--- src/hdl/tpwm_consts.svh ---
/*
  register offsets, field positions, reset values and
  timing constants of the triggered pwm timer.
  assumes inclusion by bare name from the design files.
*/
`ifndef TPWM_CONSTS_SVH
`define TPWM_CONSTS_SVH

`define TPWM_ADDR_W        4
`define TPWM_DATA_W        16

`define TPWM_OFS_CTL0      4'h0
`define TPWM_OFS_CTL1      4'h1
`define TPWM_OFS_IOC0      4'h2
`define TPWM_OFS_IOC2      4'h3
`define TPWM_OFS_CNT       4'h4
`define TPWM_OFS_CCR0      4'h5
`define TPWM_OFS_CCR1      4'h6
`define TPWM_OFS_CCR2      4'h7
`define TPWM_OFS_CCR3      4'h8

`define TPWM_CTL0_CKS_LSB  0
`define TPWM_CTL0_CE_BIT   7
`define TPWM_CTL1_MD_LSB   0
`define TPWM_CTL1_EEE_BIT  5
`define TPWM_CTL1_EST_BIT  6
`define TPWM_IOC2_ETS_LSB  0
`define TPWM_IOC2_EES_LSB  2

`define TPWM_MODE_TRIG_PWM 3'h2
`define TPWM_CNT_IDLE      16'hffff
`define TPWM_CNT_ZERO      16'h0000
`define TPWM_CTL_RESET     8'h00
`define TPWM_CCR_RESET     16'h0000
`define TPWM_PRESC_W       8

`define TPWM_EDGE_NONE     2'h0
`define TPWM_EDGE_RISE     2'h1
`define TPWM_EDGE_FALL     2'h2
`define TPWM_EDGE_BOTH     2'h3

`endif

--- src/hdl/tpwm_pkg.sv ---
/*
  types of the triggered pwm timer.
  assumes tpwm_consts.svh is available for the constants.
*/
package tpwm_pkg;

    typedef enum logic [2:0] {
        ST_IDLE = 3'b001,
        ST_WAIT = 3'b010,
        ST_RUN  = 3'b100
    } run_state_t;

    typedef logic [15:0] count_t;

endpackage

--- src/hdl/triggered_pwm_timer.sv ---
/*
  16-bit timer channel in externally triggered pwm mode,
  with register port, prescaler, trigger and event inputs,
  shadowed compares and compare event pulses.
  assumes trig_in and event_in are synchronous to clk_sys
  and a master that never issues read and write together.

*/
`timescale 1ns/1ps
`include "tpwm_consts.svh"

module triggered_pwm_timer #(
    parameter int DATA_W = `TPWM_DATA_W,
    parameter int ADDR_W = `TPWM_ADDR_W,
    parameter int PRE_W  = `TPWM_PRESC_W
) (
    input  wire logic              clk_sys,
    input  wire logic              resetn,
    input  wire logic [ADDR_W-1:0] reg_addr,
    input  wire logic [DATA_W-1:0] reg_wdata,
    input  wire logic              reg_wr,
    input  wire logic              reg_rd,
    output logic      [DATA_W-1:0] reg_rdata,
    input  wire logic              trig_in,
    input  wire logic              event_in,
    output logic                   square_wave_output,
    output logic      [2:0]        pwm_channel_output,
    output logic                   period_compare_irq,
    output logic      [2:0]        channel_compare_irq
);

    // edge detect against a selected edge
    function automatic logic edge_hit(input logic [1:0] sel,
                                      input logic       now,
                                      input logic       was);
        logic r;
        r = 1'b0;
        case (sel)
            `TPWM_EDGE_RISE: r = now & ~was;
            `TPWM_EDGE_FALL: r = ~now & was;
            `TPWM_EDGE_BOTH: r = now ^ was;
            default:         r = 1'b0;
        endcase
        return r;
    endfunction

    // registers
    logic [7:0]        ctl0_q;
    logic [7:0]        ctl1_q;
    logic [7:0]        ioc0_q;
    logic [7:0]        ioc2_q;
    logic [15:0]       ccr_q   [4];
    logic [15:0]       shadow_q[4];
    logic              arm_q;
    logic              sw_trig_q;
    logic [DATA_W-1:0] rdata_q;

    // core state
    tpwm_pkg::run_state_t state_q;
    tpwm_pkg::run_state_t state_d;
    tpwm_pkg::count_t     cnt_q;
    tpwm_pkg::count_t     cnt_d;
    logic [PRE_W-1:0]     presc_q;
    logic                 trig_prev_q;
    logic                 event_prev_q;
    logic                 sq_q;
    logic [2:0]           act_q;
    logic                 period_irq_q;
    logic [2:0]           chan_irq_q;
    logic [2:0]           chan_irq_pin_q;

    // decoded controls
    logic       wr_ctl0;
    logic       wr_ctl1;
    logic       wr_ccr1;
    logic       enable;
    logic       mode_ok;
    logic [2:0] cks;
    logic       ext_trig;
    logic       trigger;
    logic       presc_tick;
    logic       event_tick;
    logic       tick;
    logic       period_hit;
    logic       reload;
    logic       running;
    logic [15:0] eff_buf[4];

    assign wr_ctl0 = reg_wr && (reg_addr == `TPWM_OFS_CTL0);
    assign wr_ctl1 = reg_wr && (reg_addr == `TPWM_OFS_CTL1);
    assign wr_ccr1 = reg_wr && (reg_addr == `TPWM_OFS_CCR1);

    assign enable  = ctl0_q[`TPWM_CTL0_CE_BIT];
    assign cks     = ctl0_q[`TPWM_CTL0_CKS_LSB +: 3];
    assign mode_ok = (ctl1_q[`TPWM_CTL1_MD_LSB +: 3] == `TPWM_MODE_TRIG_PWM);

    // control 0: clock select and count enable
    always_ff @(posedge clk_sys) begin
        if (!resetn) begin
            ctl0_q <= `TPWM_CTL_RESET;
        end else if (wr_ctl0) begin
            ctl0_q <= reg_wdata[7:0];
        end
    end

    // control 1: mode and event select; trigger bit not stored
    always_ff @(posedge clk_sys) begin
        if (!resetn) begin
            ctl1_q <= `TPWM_CTL_RESET;
        end else if (wr_ctl1) begin
            ctl1_q <= reg_wdata[7:0] & ~(8'h01 << `TPWM_CTL1_EST_BIT);
        end
    end

    // software trigger pulse
    always_ff @(posedge clk_sys) begin
        if (!resetn) begin
            sw_trig_q <= 1'b0;
        end else begin
            sw_trig_q <= wr_ctl1 && reg_wdata[`TPWM_CTL1_EST_BIT];
        end
    end

    // output control and edge control
    always_ff @(posedge clk_sys) begin
        if (!resetn) begin
            ioc0_q <= `TPWM_CTL_RESET;
            ioc2_q <= `TPWM_CTL_RESET;
        end else if (reg_wr) begin
            if (reg_addr == `TPWM_OFS_IOC0) begin
                ioc0_q <= reg_wdata[7:0];
            end
            if (reg_addr == `TPWM_OFS_IOC2) begin
                ioc2_q <= reg_wdata[7:0] & 8'h0f;
            end
        end
    end

    // compare registers
    generate
        for (genvar m = 0; m < 4; m++) begin : g_ccr
            always_ff @(posedge clk_sys) begin
                if (!resetn) begin
                    ccr_q[m] <= `TPWM_CCR_RESET;
                end else if (reg_wr && (reg_addr == `TPWM_OFS_CCR0 + ADDR_W'(m))) begin
                    ccr_q[m] <= reg_wdata[15:0];
                end
            end
        end
    endgenerate

    // reload arm: a write wins over the reload clearing it
    always_ff @(posedge clk_sys) begin
        if (!resetn) begin
            arm_q <= 1'b0;
        end else if (wr_ccr1) begin
            arm_q <= 1'b1;
        end else if (reload) begin
            arm_q <= 1'b0;
        end
    end

    // prescaler for the internal count clock
    always_ff @(posedge clk_sys) begin
        if (!resetn) begin
            presc_q <= '0;
        end else if (state_q != tpwm_pkg::ST_RUN) begin
            presc_q <= '0;
        end else begin
            presc_q <= presc_q + 1'b1;
        end
    end

    assign presc_tick = (cks == 3'h0) ? 1'b1 :
                        (presc_q[cks - 3'h1 +: 1] == 1'b1) &&
                        ((presc_q & ((PRE_W'(1) << cks) - 1'b1)) == ((PRE_W'(1) << cks) - 1'b1));

    // input edge history
    always_ff @(posedge clk_sys) begin
        if (!resetn) begin
            trig_prev_q  <= 1'b0;
            event_prev_q <= 1'b0;
        end else begin
            trig_prev_q  <= trig_in;
            event_prev_q <= event_in;
        end
    end

    assign ext_trig   = edge_hit(ioc2_q[`TPWM_IOC2_ETS_LSB +: 2], trig_in, trig_prev_q);
    assign event_tick = edge_hit(ioc2_q[`TPWM_IOC2_EES_LSB +: 2], event_in, event_prev_q);
    assign trigger    = ext_trig || sw_trig_q;
    assign tick       = ctl1_q[`TPWM_CTL1_EEE_BIT] ? event_tick : presc_tick;

    assign running    = (state_q == tpwm_pkg::ST_RUN);
    assign period_hit = running && !trigger && tick && (cnt_q == shadow_q[0]);
    assign reload     = period_hit && arm_q;

    // compare values seen by the next count
    always_comb begin
        for (int m = 0; m < 4; m++) begin
            eff_buf[m] = reload ? ccr_q[m] : shadow_q[m];
        end
    end

    // run state
    always_comb begin
        state_d = state_q;
        case (state_q)
            tpwm_pkg::ST_IDLE: begin
                if (enable && mode_ok) begin
                    state_d = tpwm_pkg::ST_WAIT;
                end
            end
            tpwm_pkg::ST_WAIT: begin
                if (!enable || !mode_ok) begin
                    state_d = tpwm_pkg::ST_IDLE;
                end else if (trigger) begin
                    state_d = tpwm_pkg::ST_RUN;
                end
            end
            tpwm_pkg::ST_RUN: begin
                if (!enable || !mode_ok) begin
                    state_d = tpwm_pkg::ST_IDLE;
                end
            end
            default: state_d = tpwm_pkg::ST_IDLE;
        endcase
    end

    always_ff @(posedge clk_sys) begin
        if (!resetn) begin
            state_q <= tpwm_pkg::ST_IDLE;
        end else begin
            state_q <= state_d;
        end
    end

    // counter next value
    always_comb begin
        cnt_d = cnt_q;
        if (state_d != tpwm_pkg::ST_RUN) begin
            cnt_d = `TPWM_CNT_IDLE;
        end else if (trigger) begin
            cnt_d = `TPWM_CNT_ZERO;
        end else if (period_hit) begin
            cnt_d = `TPWM_CNT_ZERO;
        end else if (tick) begin
            cnt_d = cnt_q + 16'h0001;
        end
    end

    always_ff @(posedge clk_sys) begin
        if (!resetn) begin
            cnt_q <= `TPWM_CNT_IDLE;
        end else begin
            cnt_q <= cnt_d;
        end
    end

    // shadows: loaded at enable and at an armed period clear
    generate
        for (genvar m = 0; m < 4; m++) begin : g_shadow
            always_ff @(posedge clk_sys) begin
                if (!resetn) begin
                    shadow_q[m] <= `TPWM_CCR_RESET;
                end else if (state_q == tpwm_pkg::ST_IDLE && state_d == tpwm_pkg::ST_WAIT) begin
                    shadow_q[m] <= ccr_q[m];
                end else if (reload) begin
                    shadow_q[m] <= ccr_q[m];
                end
            end
        end
    endgenerate

    // period event and square wave
    always_ff @(posedge clk_sys) begin
        if (!resetn) begin
            period_irq_q <= 1'b0;
            sq_q         <= 1'b0;
        end else begin
            period_irq_q <= period_hit;
            if (state_d != tpwm_pkg::ST_RUN) begin
                sq_q <= 1'b0;
            end else if (period_hit) begin
                sq_q <= ~sq_q;
            end
        end
    end

    // pwm channels 1 to 3
    generate
        for (genvar k = 0; k < 3; k++) begin : g_chan
            logic restart;
            logic match;
            assign restart = running ? (trigger || period_hit) : (state_d == tpwm_pkg::ST_RUN);
            // a duty above the period never equals the count
            assign match = (state_d == tpwm_pkg::ST_RUN) && (restart || tick) &&
                           (cnt_d == eff_buf[k+1]);

            always_ff @(posedge clk_sys) begin
                if (!resetn) begin
                    act_q[k]      <= 1'b0;
                    chan_irq_q[k] <= 1'b0;
                end else begin
                    chan_irq_q[k] <= match;
                    if (state_d != tpwm_pkg::ST_RUN) begin
                        act_q[k] <= 1'b0;
                    end else if (match) begin
                        act_q[k] <= 1'b0;
                    end else if (restart) begin
                        act_q[k] <= 1'b1;
                    end
                end
            end
        end
    endgenerate

    // pins and channel events: registered together so an event meets its pin edge
    always_ff @(posedge clk_sys) begin
        if (!resetn) begin
            square_wave_output <= 1'b0;
            pwm_channel_output <= 3'h0;
            chan_irq_pin_q     <= 3'h0;
        end else begin
            chan_irq_pin_q     <= chan_irq_q;
            square_wave_output <= ioc0_q[0] ? sq_q : ioc0_q[1];
            for (int k = 0; k < 3; k++) begin
                pwm_channel_output[k] <= (ioc0_q[2*k+2] & act_q[k]) ^ ioc0_q[2*k+3];
            end
        end
    end

    assign period_compare_irq  = period_irq_q;
    assign channel_compare_irq = chan_irq_pin_q;

    // read data, one cycle after the strobe
    always_ff @(posedge clk_sys) begin
        if (!resetn) begin
            rdata_q <= '0;
        end else if (reg_rd) begin
            case (reg_addr)
                `TPWM_OFS_CTL0: rdata_q <= {8'h00, ctl0_q};
                `TPWM_OFS_CTL1: rdata_q <= {8'h00, ctl1_q};
                `TPWM_OFS_IOC0: rdata_q <= {8'h00, ioc0_q};
                `TPWM_OFS_IOC2: rdata_q <= {8'h00, ioc2_q};
                `TPWM_OFS_CNT:  rdata_q <= cnt_q;
                `TPWM_OFS_CCR0: rdata_q <= ccr_q[0];
                `TPWM_OFS_CCR1: rdata_q <= ccr_q[1];
                `TPWM_OFS_CCR2: rdata_q <= ccr_q[2];
                `TPWM_OFS_CCR3: rdata_q <= ccr_q[3];
                default:        rdata_q <= '0;
            endcase
        end else begin
            rdata_q <= '0;
        end
    end

    assign reg_rdata = rdata_q;

endmodule // triggered_pwm_timer

--- config.mk ---
export PLATFORM = sky130hd
export DESIGN_NAME = triggered_pwm_timer
export DESIGN_NICKNAME = d
export VERILOG_FILES = /design/src/hdl/tpwm_pkg.sv /design/src/hdl/triggered_pwm_timer.sv
export VERILOG_INCLUDE_DIRS = /design/src /design/src/hdl
export SDC_FILE = /design/constraint.sdc
export NUM_CORES = 1
export LEC_CHECK = 0
export ABC_AREA = 1
export BUFFER_PORTS_ARGS = -buffer_cell sky130_fd_sc_hd__buf_2
export CAP_MARGIN = 20
export CORE_AREA = 2 2 145 147
export CTS_CLUSTER_SIZE = 14
export DETAILED_ROUTE_END_ITERATION = 7
export DIE_AREA = 0 0 147 149
export GPL_TIMING_DRIVEN = 0
export PLACE_DENSITY = 0.76
export SLEW_MARGIN = 20
export SYNTH_ARGS = -nofsm -noshare
export SYNTH_HDL_FRONTEND = slang
export SYNTH_SLANG_ARGS = --single-unit
--- constraint.sdc ---
create_clock -name clk_sys -period 4.2 [get_ports clk_sys]
set_input_delay 1.05 -clock clk_sys [delete_from_list [all_inputs] [get_ports clk_sys]]
set_output_delay 1.05 -clock clk_sys [all_outputs]
set_load 0.02 [all_outputs]
==> out/metrics.csv, run 1 <==
metric;value;unit
routed_wl;35400;um
antenna_found_initial;0;
switchingPower;1.18;mW
drv_cap;0;
async_flop_share;0;
pwr-share-seq;0.481;
place_ws;-0.331;ns
ctsLongestPathBuffers;3;
clock_skew;0.0206;ns
rows;53;
timing.hold.ws;0.413;ns
slew_violations;0;
drive_gt1_frac;0.0947;
grt_pass1_wl;54100;um
start_kind;flop;
synth_edf_count;128;
drtIter0Drc;1316;
clkLatencyLatePin;0.54;ns
dp.cells;1782;
crit_top_cell;nand2_1;
muxShareOfSynthArea;0;
synth_area;0.0113;mm2
port-buffer-count;47;
yosysWarnings;0;
endpoint_kind;flop;
powerDensity;383;mW/mm2
clkPwrFrac;0.447;
die_x;147;um
core_area;0.0206;mm2
hold_class;reg -> reg;
ys_ff_latch;217;
yosysSeqAreaShare;0.500;
violations;DRC;
cts-root-buf;clkbuf_16;
vias;10322;
status;finished, violations left;
setup_ws;0.242;ns
netlist-cell-type-count;43;
cp_max_fo;10;
p_comb_frac;0.071;
die_area;0.0219;mm2
antenna_cells;0;
critPathKind;reg -> reg;
yosysTopAreaCellShare;0.341;
synth.avg_cell_area;7.73;um2
critPathRequiredTime;4.44;ns
htreeDepth;1;
final_area;0.0128;mm2
ioPinCount;50;
synth_fp_nets;1495;
synth_ff_type;edfxtp_1;
timing.final.crit_share;0.942;
fin_crit;3.96;ns
nets;1574;
tightestPinTransition;0.906;ns
synth_top_family_by_area;simple AND/OR/NAND/NOR gates;
area_growth;13.6;%
grt_pass1_vias;9522;
crit_arrival;4.20;ns
peakVddDrop;0.464;mV
synth_common_cells;nand2_1 (324), nor2_1 (236), inv_1 (217);
yosys.area_share.xor_xnor;0.0194;
slew_headroom;0.394;
track_usage;0.324;
clk_pin_slew;0.06;ns
die_h;149;um
grt_max_degree;38;
route.detailed.drc;8;
placed_cell_area;0.0119;mm2
p_total;4.90;mW
ant_nets;0;
post_layout_nonfiller_instances;1828;
finalHoldViolations;0;
synth_area_leader_cell;edfxtp_1;
synthTopCellsByArea;edfxtp_1 (34%), dfxtp_1 (16%), nand2_1 (11%), nor2_1 (7.9%), inv_1 (7.2%);
timing.fmax;253;MHz
switching_share;0.241;
hpwl;27000;um
via_per_inst;5.65;
first_pass_iters;8;
gp_congestion;1.01;
synth.most_common_cell;nand2_1;
synthAdderAreaFrac;0.0133;
multi_input_area;0.00461;mm2
synth_compound_area_frac;0.105;
path_cells;clkinvlp_4, ha_1, nand2_4, ha_1, inv_1, a21oi_1, nand2_1, nand2_1, nand3_1, nand2_1, inv_1, nand2_1, o21bai_4, nand4_2, buf_2, buf_6, nand2_1, nand2_1, clkbuf_1, nor2_1;
finalSetupViolCount;0;
p_leak;5.74;nW
start_util;0.548;
critPathSlowestCell;clkbuf_1;
synthSimpleGateAreaFrac;0.268;
cts_tree;built;
grt-ovfl-total;0;
synthCells;1457;
seq_area;0.00563;mm2
cts_buffers;23;
internal_power;3.72;mW
clock_sinks;217;
drt-wirelength-per-cell;19.4;um
critPathMaxStageDelay;0.59;ns
finish.utilization;0.622;
nFillCells;1833;
finalSetupTns;0;ns
grt_setup_unrepaired;no;
## what timing repair did
item / CTS / global route
setup endpoints to repair: 2 / 82
gates cloned: 0 / 0
gates resized for setup: 1 / 23
buffers inserted: 0 / 4
hold buffers: 0 / 0
pin swaps: 0 / 0
endpoints found under the hold margin: 0 / 0
## layer usage
layer | vias up | routed length (um) | global-route usage
met3 | 87 | 4150 | 0.0823
li1 | 4889 | - | -
met1 | 4747 | 14400 | 0.443
met5 | - | 0 | 0
met4 | 0 | 1250 | 0.117
met2 | 599 | 15600 | 0.504
## flip-flops by register name, indices dropped and copies added (netlist names)
register             count
ccr_q                   64
shadow_q                64
cnt_q                   16
reg_rdata               16
ctl0_q                   8
ioc0_q                   8
presc_q                  8
ctl1_q                   7
ioc2_q                   4
act_q                    3
chan_irq_q               3
channel_compare_irq      3
pwm_channel_output       3
state_q                  3
arm_q                    1
event_prev_q             1
period_compare_irq       1
sq_q                     1
square_wave_output       1
sw_trig_q                1
trig_prev_q              1
## power groups by stage
stage          Combinational [mW]  Sequential (mW)  Clock (mW)
6_report                    0.350             2.36        2.19
5_1_grt                     0.380             2.36        2.27
4_1_cts                     0.337             2.36        2.19
3_5_place_dp                0.335             2.40           0
3_3_place_gp                0.324             2.40           0
2_1_floorplan               0.205             2.40           0
## path summary, 6_finish.rpt
| kind | start | to | slack (ns) | cells after the start |
|---|---|---|---|---|
| worst max register to register | ctl0_q[0] | shadow_q[3][12] | 0.24 | 20 |
| worst max-delay path | ctl0_q[0] | shadow_q[3][12] | 0.24 | 20 |
| worst min-delay path | chan_irq_q[0] | channel_compare_irq[0] | 0.41 | 2 |
| worst min register to register | chan_irq_q[0] | channel_compare_irq[0] | 0.41 | 2 |
## critical path, delay by kind of cell, from the launching register on
family                     cells  cell delay [ns]
adders and majority gates      2             0.45
AOI/OAI and AO/OA              2             0.26
buffers and inverters          6             1.34
and+or+nand+nor               10             1.15
DFF                            1             0.43
## kinds of logic after synthesis
group | count (synthesis)
AOI/OAI and AO/OA | 210
xor gates and xnor gates | 25
adders and majority gates | 12
buffers and inverters | 271
DFF | 217
and+or+nand+nor | 722
## cells in the final DEF (no fill, tap or decap), types with 14 or more instances in the layout
master / instances
buf_2: 53
edfxtp_1: 128
o21ai_0: 78
o21ai_1: 20
a21oi_1: 55
inv_1: 216
dfxtp_1: 88
o22ai_1: 30
clkbuf_1: 30
clkbuf_16: 24
nor2_1: 235
a221oi_1: 14
nand2_1: 324
xor2_1: 16
nand3_1: 96
## layout make-up
type | instances | area share
clock inverters | 11 | 0.0114
well taps | 275 | 0.0269
plain buffers | 48 | 0.0183
multi-input cells | 969 | 0.361
inverters | 223 | 0.0661
flip-flops and latches | 217 | 0.440
clock buffers | 31 | 0.0522
repair buffers | 54 | 0.0244
Note: power is estimated with default switching activity, not from simulation.
==> inputs of run 2 (changes only) <==
Settings changed: CELL_PAD_IN_SITES_DETAIL_PLACEMENT set to 0, CELL_PAD_IN_SITES_GLOBAL_PLACEMENT set to 1, CORE_AREA 2 2 145 147 to 2 2 167 169, DIE_AREA 0 0 147 149 to 0 0 169 171, PLACE_DENSITY 0.76 to not set, PLACE_DENSITY_LB_ADDON set to 0.1.
==> run 2 against run 1 <==
Against the previous run:
- the run now ends clean
- count of clock-buffer cells in the layout increased by 1
- sequential cell count unchanged
- first-iteration DRC count decreased by 17%
- routed wire length increased by 10%
- sequential power about the same
==> out/metrics.csv, run 2 (synthesis results as in run 1) <==
metric;value;unit;change
switchingPower;1.31;mW;+11%
finish.utilization;0.476;;-0.146
layout_commonest_cell;nand2_1;;
die_area;0.0289;mm2;+32%
slew_headroom;0.298;;-0.0958
switching_share;0.249;;+0.00749
start_kind;flop;;
p_total;5.26;mW;+7.3%
finalSetupViolCount;0;;unchanged
critPathRequiredTime;4.51;ns;+0.07 ns
grt-ovfl-total;0;;unchanged
hpwl;30400;um;+13%
nets;1576;;+0.13%
endpoint_kind;flop;;
port-buffer-count;47;;unchanged
crit_arrival;4.31;ns;+0.11 ns
start_util;0.412;;-0.136
p_leak;5.81;nW;+1.1%
vias;9922;;-3.9%
routed_wl;39100;um;+10%
via_per_inst;5.21;;-7.8%
drt-wirelength-per-cell;20.5;um;+5.8%
grt_setup_unrepaired;yes;;
first_pass_iters;6;;-2
placed_cell_area;0.0120;mm2;+0.71%
final_cell_mix;nand2_1 (324), nor2_1 (234), inv_1 (216);;
drive_gt1_frac;0.0930;;-0.00165
timing.final.crit_share;0.951;;+0.00851
critPathKind;reg -> reg;;
ctsLongestPathBuffers;3;;unchanged
slew_violations;0;;unchanged
clock_skew;0.0164;ns;-0.00416 ns
critPathSlowestCell;dfxtp_2;;
path_cells;clkinvlp_4, ha_1, nand2_4, ha_1, inv_1, a21oi_1, nand3_1, nand3_1, nand2_1, inv_1, nand2_1, o21bai_4, nand4_2, buf_2, buf_6, nand2_1, nand2_1, clkbuf_2, nor2_1;;
cts_tree;built;;
die_h;171;um;+15%
area_growth;15.5;%;
clkLatencyLatePin;0.57;ns;+0.03 ns
die_x;169;um;+15%
final_area;0.0130;mm2;+1.7%
critPathMaxStageDelay;0.44;ns;-0.15 ns
htreeDepth;1;;unchanged
top_regs;ccr_q (64), shadow_q (64);;
track_usage;0.274;;-0.0503
clkPwrFrac;0.485;;+0.038
tightestPinTransition;1.05;ns;+0.143 ns
pwr-share-seq;0.448;;-0.033
antenna_found_initial;2;;+2
rows;61;;+15%
cts-root-buf;clkbuf_16;;
timing.hold.ws;0.418;ns;+0.00493 ns
dp.cells;1853;;+4.0%
powerDensity;404;mW/mm2;+5.5%
route.detailed.drc;0;;-8
status;finished, final reports clean;;
nFillCells;2798;;+53%
ioPinCount;50;;unchanged
peakVddDrop;0.301;mV;-35%
grt_pass1_vias;9310;;-2.2%
hold_class;reg -> reg;;
internal_power;3.95;mW;+6.3%
crit_top_cell;nand2_1;;
drtIter0Drc;1092;;-17%
finalHoldViolations;0;;unchanged
cp_max_fo;10;;unchanged
clock_sinks;217;;unchanged
antenna_cells;0;;unchanged
post_layout_nonfiller_instances;1905;;+4.2%
fin_crit;3.99;ns;+0.0357 ns
gp_congestion;0.915;;-9.7%
grt_max_degree;26;;-32%
ant_nets;0;;unchanged
cts_buffers;27;;+17%
core_area;0.0273;mm2;+33%
p_comb_frac;0.067;;-0.004
clk_pin_slew;0.06;ns;about the same
timing.fmax;250;MHz;-0.89%
grt_pass1_wl;58300;um;+7.9%
drv_cap;0;;unchanged
run 2: changes by cell type in the layout (fill, tap and decap cells not counted), moves of 2 or more:
cell / previous run / this run
inv_4: 0 / 3
clkbuf_1: 30 / 32
clkbuf_8: 4 / 1
clkinv_1: 2 / 4
nand3_2: 4 / 1
nor3_1: 10 / 12
clkbuf_16: 24 / 29
nand3_1: 96 / 99
clkbuf_2: 7 / 4
nor3_2: 3 / 1
buf_4: 8 / 6
run 2: worst max-delay path, delay by kind of cell, from the launching register on:
family                     cells  cell delay (ns)
adders and majority gates      2             0.44
buffers and inverters          6             1.06
AOI/OAI and AO/OA              2             0.39
and+or+nand+nor                9             1.37
DFF                            1             0.44
run 2: routing by layer:
metal	vias up	routed length [um]	GRT usage
met5	-	17	0
met4	4	965	0.0654
met3	57	2940	0.0534
met2	343	16600	0.417
met1	4619	18500	0.402
li1	4899	-	-
run 2: path summary, 6_finish.rpt:
path            startpoint                endpoint  slack (ns)  cells past startpoint
max              ctl0_q[0]          shadow_q[0][5]        0.21                     19
min          chan_irq_q[2]  channel_compare_irq[2]        0.42                      2
max reg2reg      ctl0_q[0]          shadow_q[0][5]        0.21                     19
min reg2reg  chan_irq_q[2]  channel_compare_irq[2]        0.42                      2
run 2: area by class of cell:
class                      count  area [um2]  share of cell area
sequential                   217        5630               0.433
multi-input combinational    969        4600               0.353
inverter                     223         846              0.0650
clock buffer                  32         747              0.0574
tap                          346         433              0.0333
timing repair buffer          52         293              0.0225
clock inverter                18         234              0.0180
buffer                        48         230              0.0177
run 2: power groups by stage:
stage                     clock [mW]  combinational [mW]  sequential [mW]
after global placement             0               0.337             2.40
after global routing            2.66               0.388             2.36
final                           2.55               0.350             2.36
after detailed placement           0               0.343             2.40
after floorplan                    0               0.205             2.40
after CTS                       2.57               0.345             2.36
run 2: timing repair:
action	4_1_cts	5_1_grt
hold buffers	0	0
setup buffers	0	2
setup endpoints to repair	15	82
gates resized for setup	3	10
run 2: stage by stage:
stage,setup slack [ns],setup TNS [ns]
3_5_place_dp,-0.291,-3.88
4_1_cts,0.0104,0
6_report,0.207,0
2_1_floorplan,0.159,0
3_3_place_gp,-1.50,-98.74
5_1_grt,0.00325,0
==> inputs of run 3 (changes only) <==
Settings changed: PLACE_DENSITY set to 0.74, PLACE_DENSITY_LB_ADDON 0.1 to not set.
==> run 3 against run 2 <==
Against the previous run:
- cell count decreased by 0.16%
- clock power decreased by 12%
- routed wire length decreased by 1.6%
- first-iteration DRC count rose by 1.7%
- final area decreased by 1.0%
- critical path depth increased by 3
- non-clock buffer count increased by 1
- critical path type unchanged
- largest power group is now sequential cells
==> out/metrics.csv, run 3 (synthesis results as in run 1) <==
metric;value;unit;change
core_area;0.0273;mm2;unchanged
track_usage;0.269;;-0.00482
ioPinCount;50;;unchanged
vias;10031;;+1.1%
grt_pass1_wl;57400;um;-1.6%
fin_crit;3.97;ns;-0.0267 ns
timing.rr.end;act_q[0];;
nets;1575;;-0.063%
critPathKind;reg -> reg;;
powerDensity;385;mW/mm2;-4.9%
finalHoldViolations;0;;unchanged
p_leak;5.74;nW;-1.1%
clock_sinks;217;;unchanged
endpoint_kind;flop;;
finalSetupViolCount;0;;unchanged
min_to;channel_compare_irq[2];;
die_x;169;um;unchanged
internal_power;3.72;mW;-6.0%
clk_pin_slew;0.06;ns;about the same
grt_setup_unrepaired;no;;
start_kind;flop;;
peakVddDrop;0.354;mV;+17%
die_h;171;um;unchanged
area_growth;14.3;%;
rows;61;;unchanged
timing.fmax;252;MHz;+0.67%
timing.hold.ws;0.414;ns;-0.00408 ns
tightestPinTransition;1.02;ns;-0.0333 ns
hold_class;reg -> reg;;
layout_commonest_cell;nand2_1;;
cts_buffers;25;;-7.4%
htreeDepth;1;;unchanged
p_comb_frac;0.071;;+0.004
finish.utilization;0.471;;-0.00485
top_regs;ccr_q (64), shadow_q (64);;
dp.cells;1853;;unchanged
final_cell_mix;nand2_1 (324), nor2_1 (234), inv_1 (216);;
cts-root-buf;clkbuf_16;;
critPathRequiredTime;4.65;ns;+0.14 ns
cts_tree;built;;
switching_share;0.250;;+0.00114
crit_arrival;4.42;ns;+0.11 ns
drive_gt1_frac;0.0919;;-0.00111
reg2reg_from;ctl0_q[0];;
drv_cap;0;;unchanged
reg2reg_slack;0.23;ns;+0.03 ns
gp_congestion;0.891;;-2.6%
grt_max_degree;33;;+27%
clock_skew;0.0370;ns;+0.0206 ns
first_pass_iters;6;;unchanged
switchingPower;1.24;mW;-5.4%
holdBufCountCts;0;;unchanged
grt_pass1_vias;9351;;+0.44%
slew_headroom;0.321;;+0.0229
port-buffer-count;47;;unchanged
routed_wl;38500;um;-1.6%
clkPwrFrac;0.452;;-0.033
cp_max_fo;10;;unchanged
timing.final.crit_share;0.944;;-0.00636
antenna_cells;0;;unchanged
clkLatencyLatePin;0.55;ns;-0.02 ns
holdPathStages;2;;unchanged
place_ws;-0.264;ns;+0.0267 ns
placed_cell_area;0.0120;mm2;unchanged
grt-ovfl-total;0;;unchanged
route.detailed.drc;0;;unchanged
start_util;0.412;;unchanged
drt-wirelength-per-cell;20.2;um;-1.4%
slew_violations;0;;unchanged
finalSetupTns;0;ns;unchanged
worstRegToRegCells;22;;+3
via_per_inst;5.27;;+1.3%
p_total;4.95;mW;-5.8%
final_area;0.0129;mm2;-1.0%
setup_ws;0.233;ns;+0.0267 ns
ant_nets;0;;unchanged
hpwl;29900;um;-1.7%
min_from;chan_irq_q[2];;
status;finished, final reports clean;;
drtIter0Drc;1111;;+1.7%
ctsLongestPathBuffers;3;;unchanged
pwr-share-seq;0.477;;+0.029
die_area;0.0289;mm2;unchanged
antenna_found_initial;1;;-1
post_layout_nonfiller_instances;1902;;-0.16%
## run 3: final cells by class
type	instances	area, um2
Fill cell	2766	14500
Sequential cell	217	5630
Multi-Input combinational cell	969	4600
Inverter	223	846
Clock buffer	33	696
Tap cell	346	433
Timing Repair Buffer	53	300
Buffer	48	230
Clock inverter	13	141
## run 3: routing by layer
layer,GRT usage,up-vias,wire length [um]
met5,0,-,13
met4,0.0647,2,877
met3,0.0500,55,3310
met2,0.424,380,16900
met1,0.384,4707,17300
li1,-,4887,-
## run 3: power by group through the flow
| stage | clock network [mW] | registers, mW | logic [mW] |
|---|---|---|---|
| after floorplan | 0 | 2.40 | 0.205 |
| after global placement | 0 | 2.41 | 0.339 |
| after detailed placement | 0 | 2.41 | 0.346 |
| after CTS | 2.25 | 2.36 | 0.347 |
| after global routing | 2.35 | 2.37 | 0.388 |
| final | 2.24 | 2.36 | 0.354 |
## run 3: worst max-delay path by stage
stage | start | endpoint | slack, ns
floorplan | trig_in | shadow_q[0][0] | 0.16
global placement | trig_in | shadow_q[0][13] | -1.48
detailed placement | trig_in | act_q[0] | -0.26
CTS | ctl0_q[0] | act_q[2] | 0.05
global route | ctl0_q[0] | act_q[0] | 0.02
finish | ctl0_q[0] | act_q[0] | 0.23
## run 3: critical path, cell delays in order, from the launching register on
cell and delay (ns):
dfxtp_2 0.43, clkinvlp_4 0.17, ha_1 0.27, nand2_4 0.12
ha_1 0.17, inv_1 0.08, a21oi_1 0.15, nand3_1 0.11
nand3_1 0.09, nand2_1 0.05, inv_1 0.04, nand2_1 0.10
o21bai_4 0.24, nand4_2 0.22, clkbuf_1 0.35, o21ai_0 0.33
inv_1 0.07, nand2_1 0.07, nand2_1 0.05, nor3_1 0.31
nand3_1 0.28, nand2_1 0.12, inv_1 0.04
## run 3: timing repair
action	4_1_cts	5_1_grt
cloned	0	0
setup buffers	0	3
resized for setup	3	13
endpoints found under the setup margin	5	73
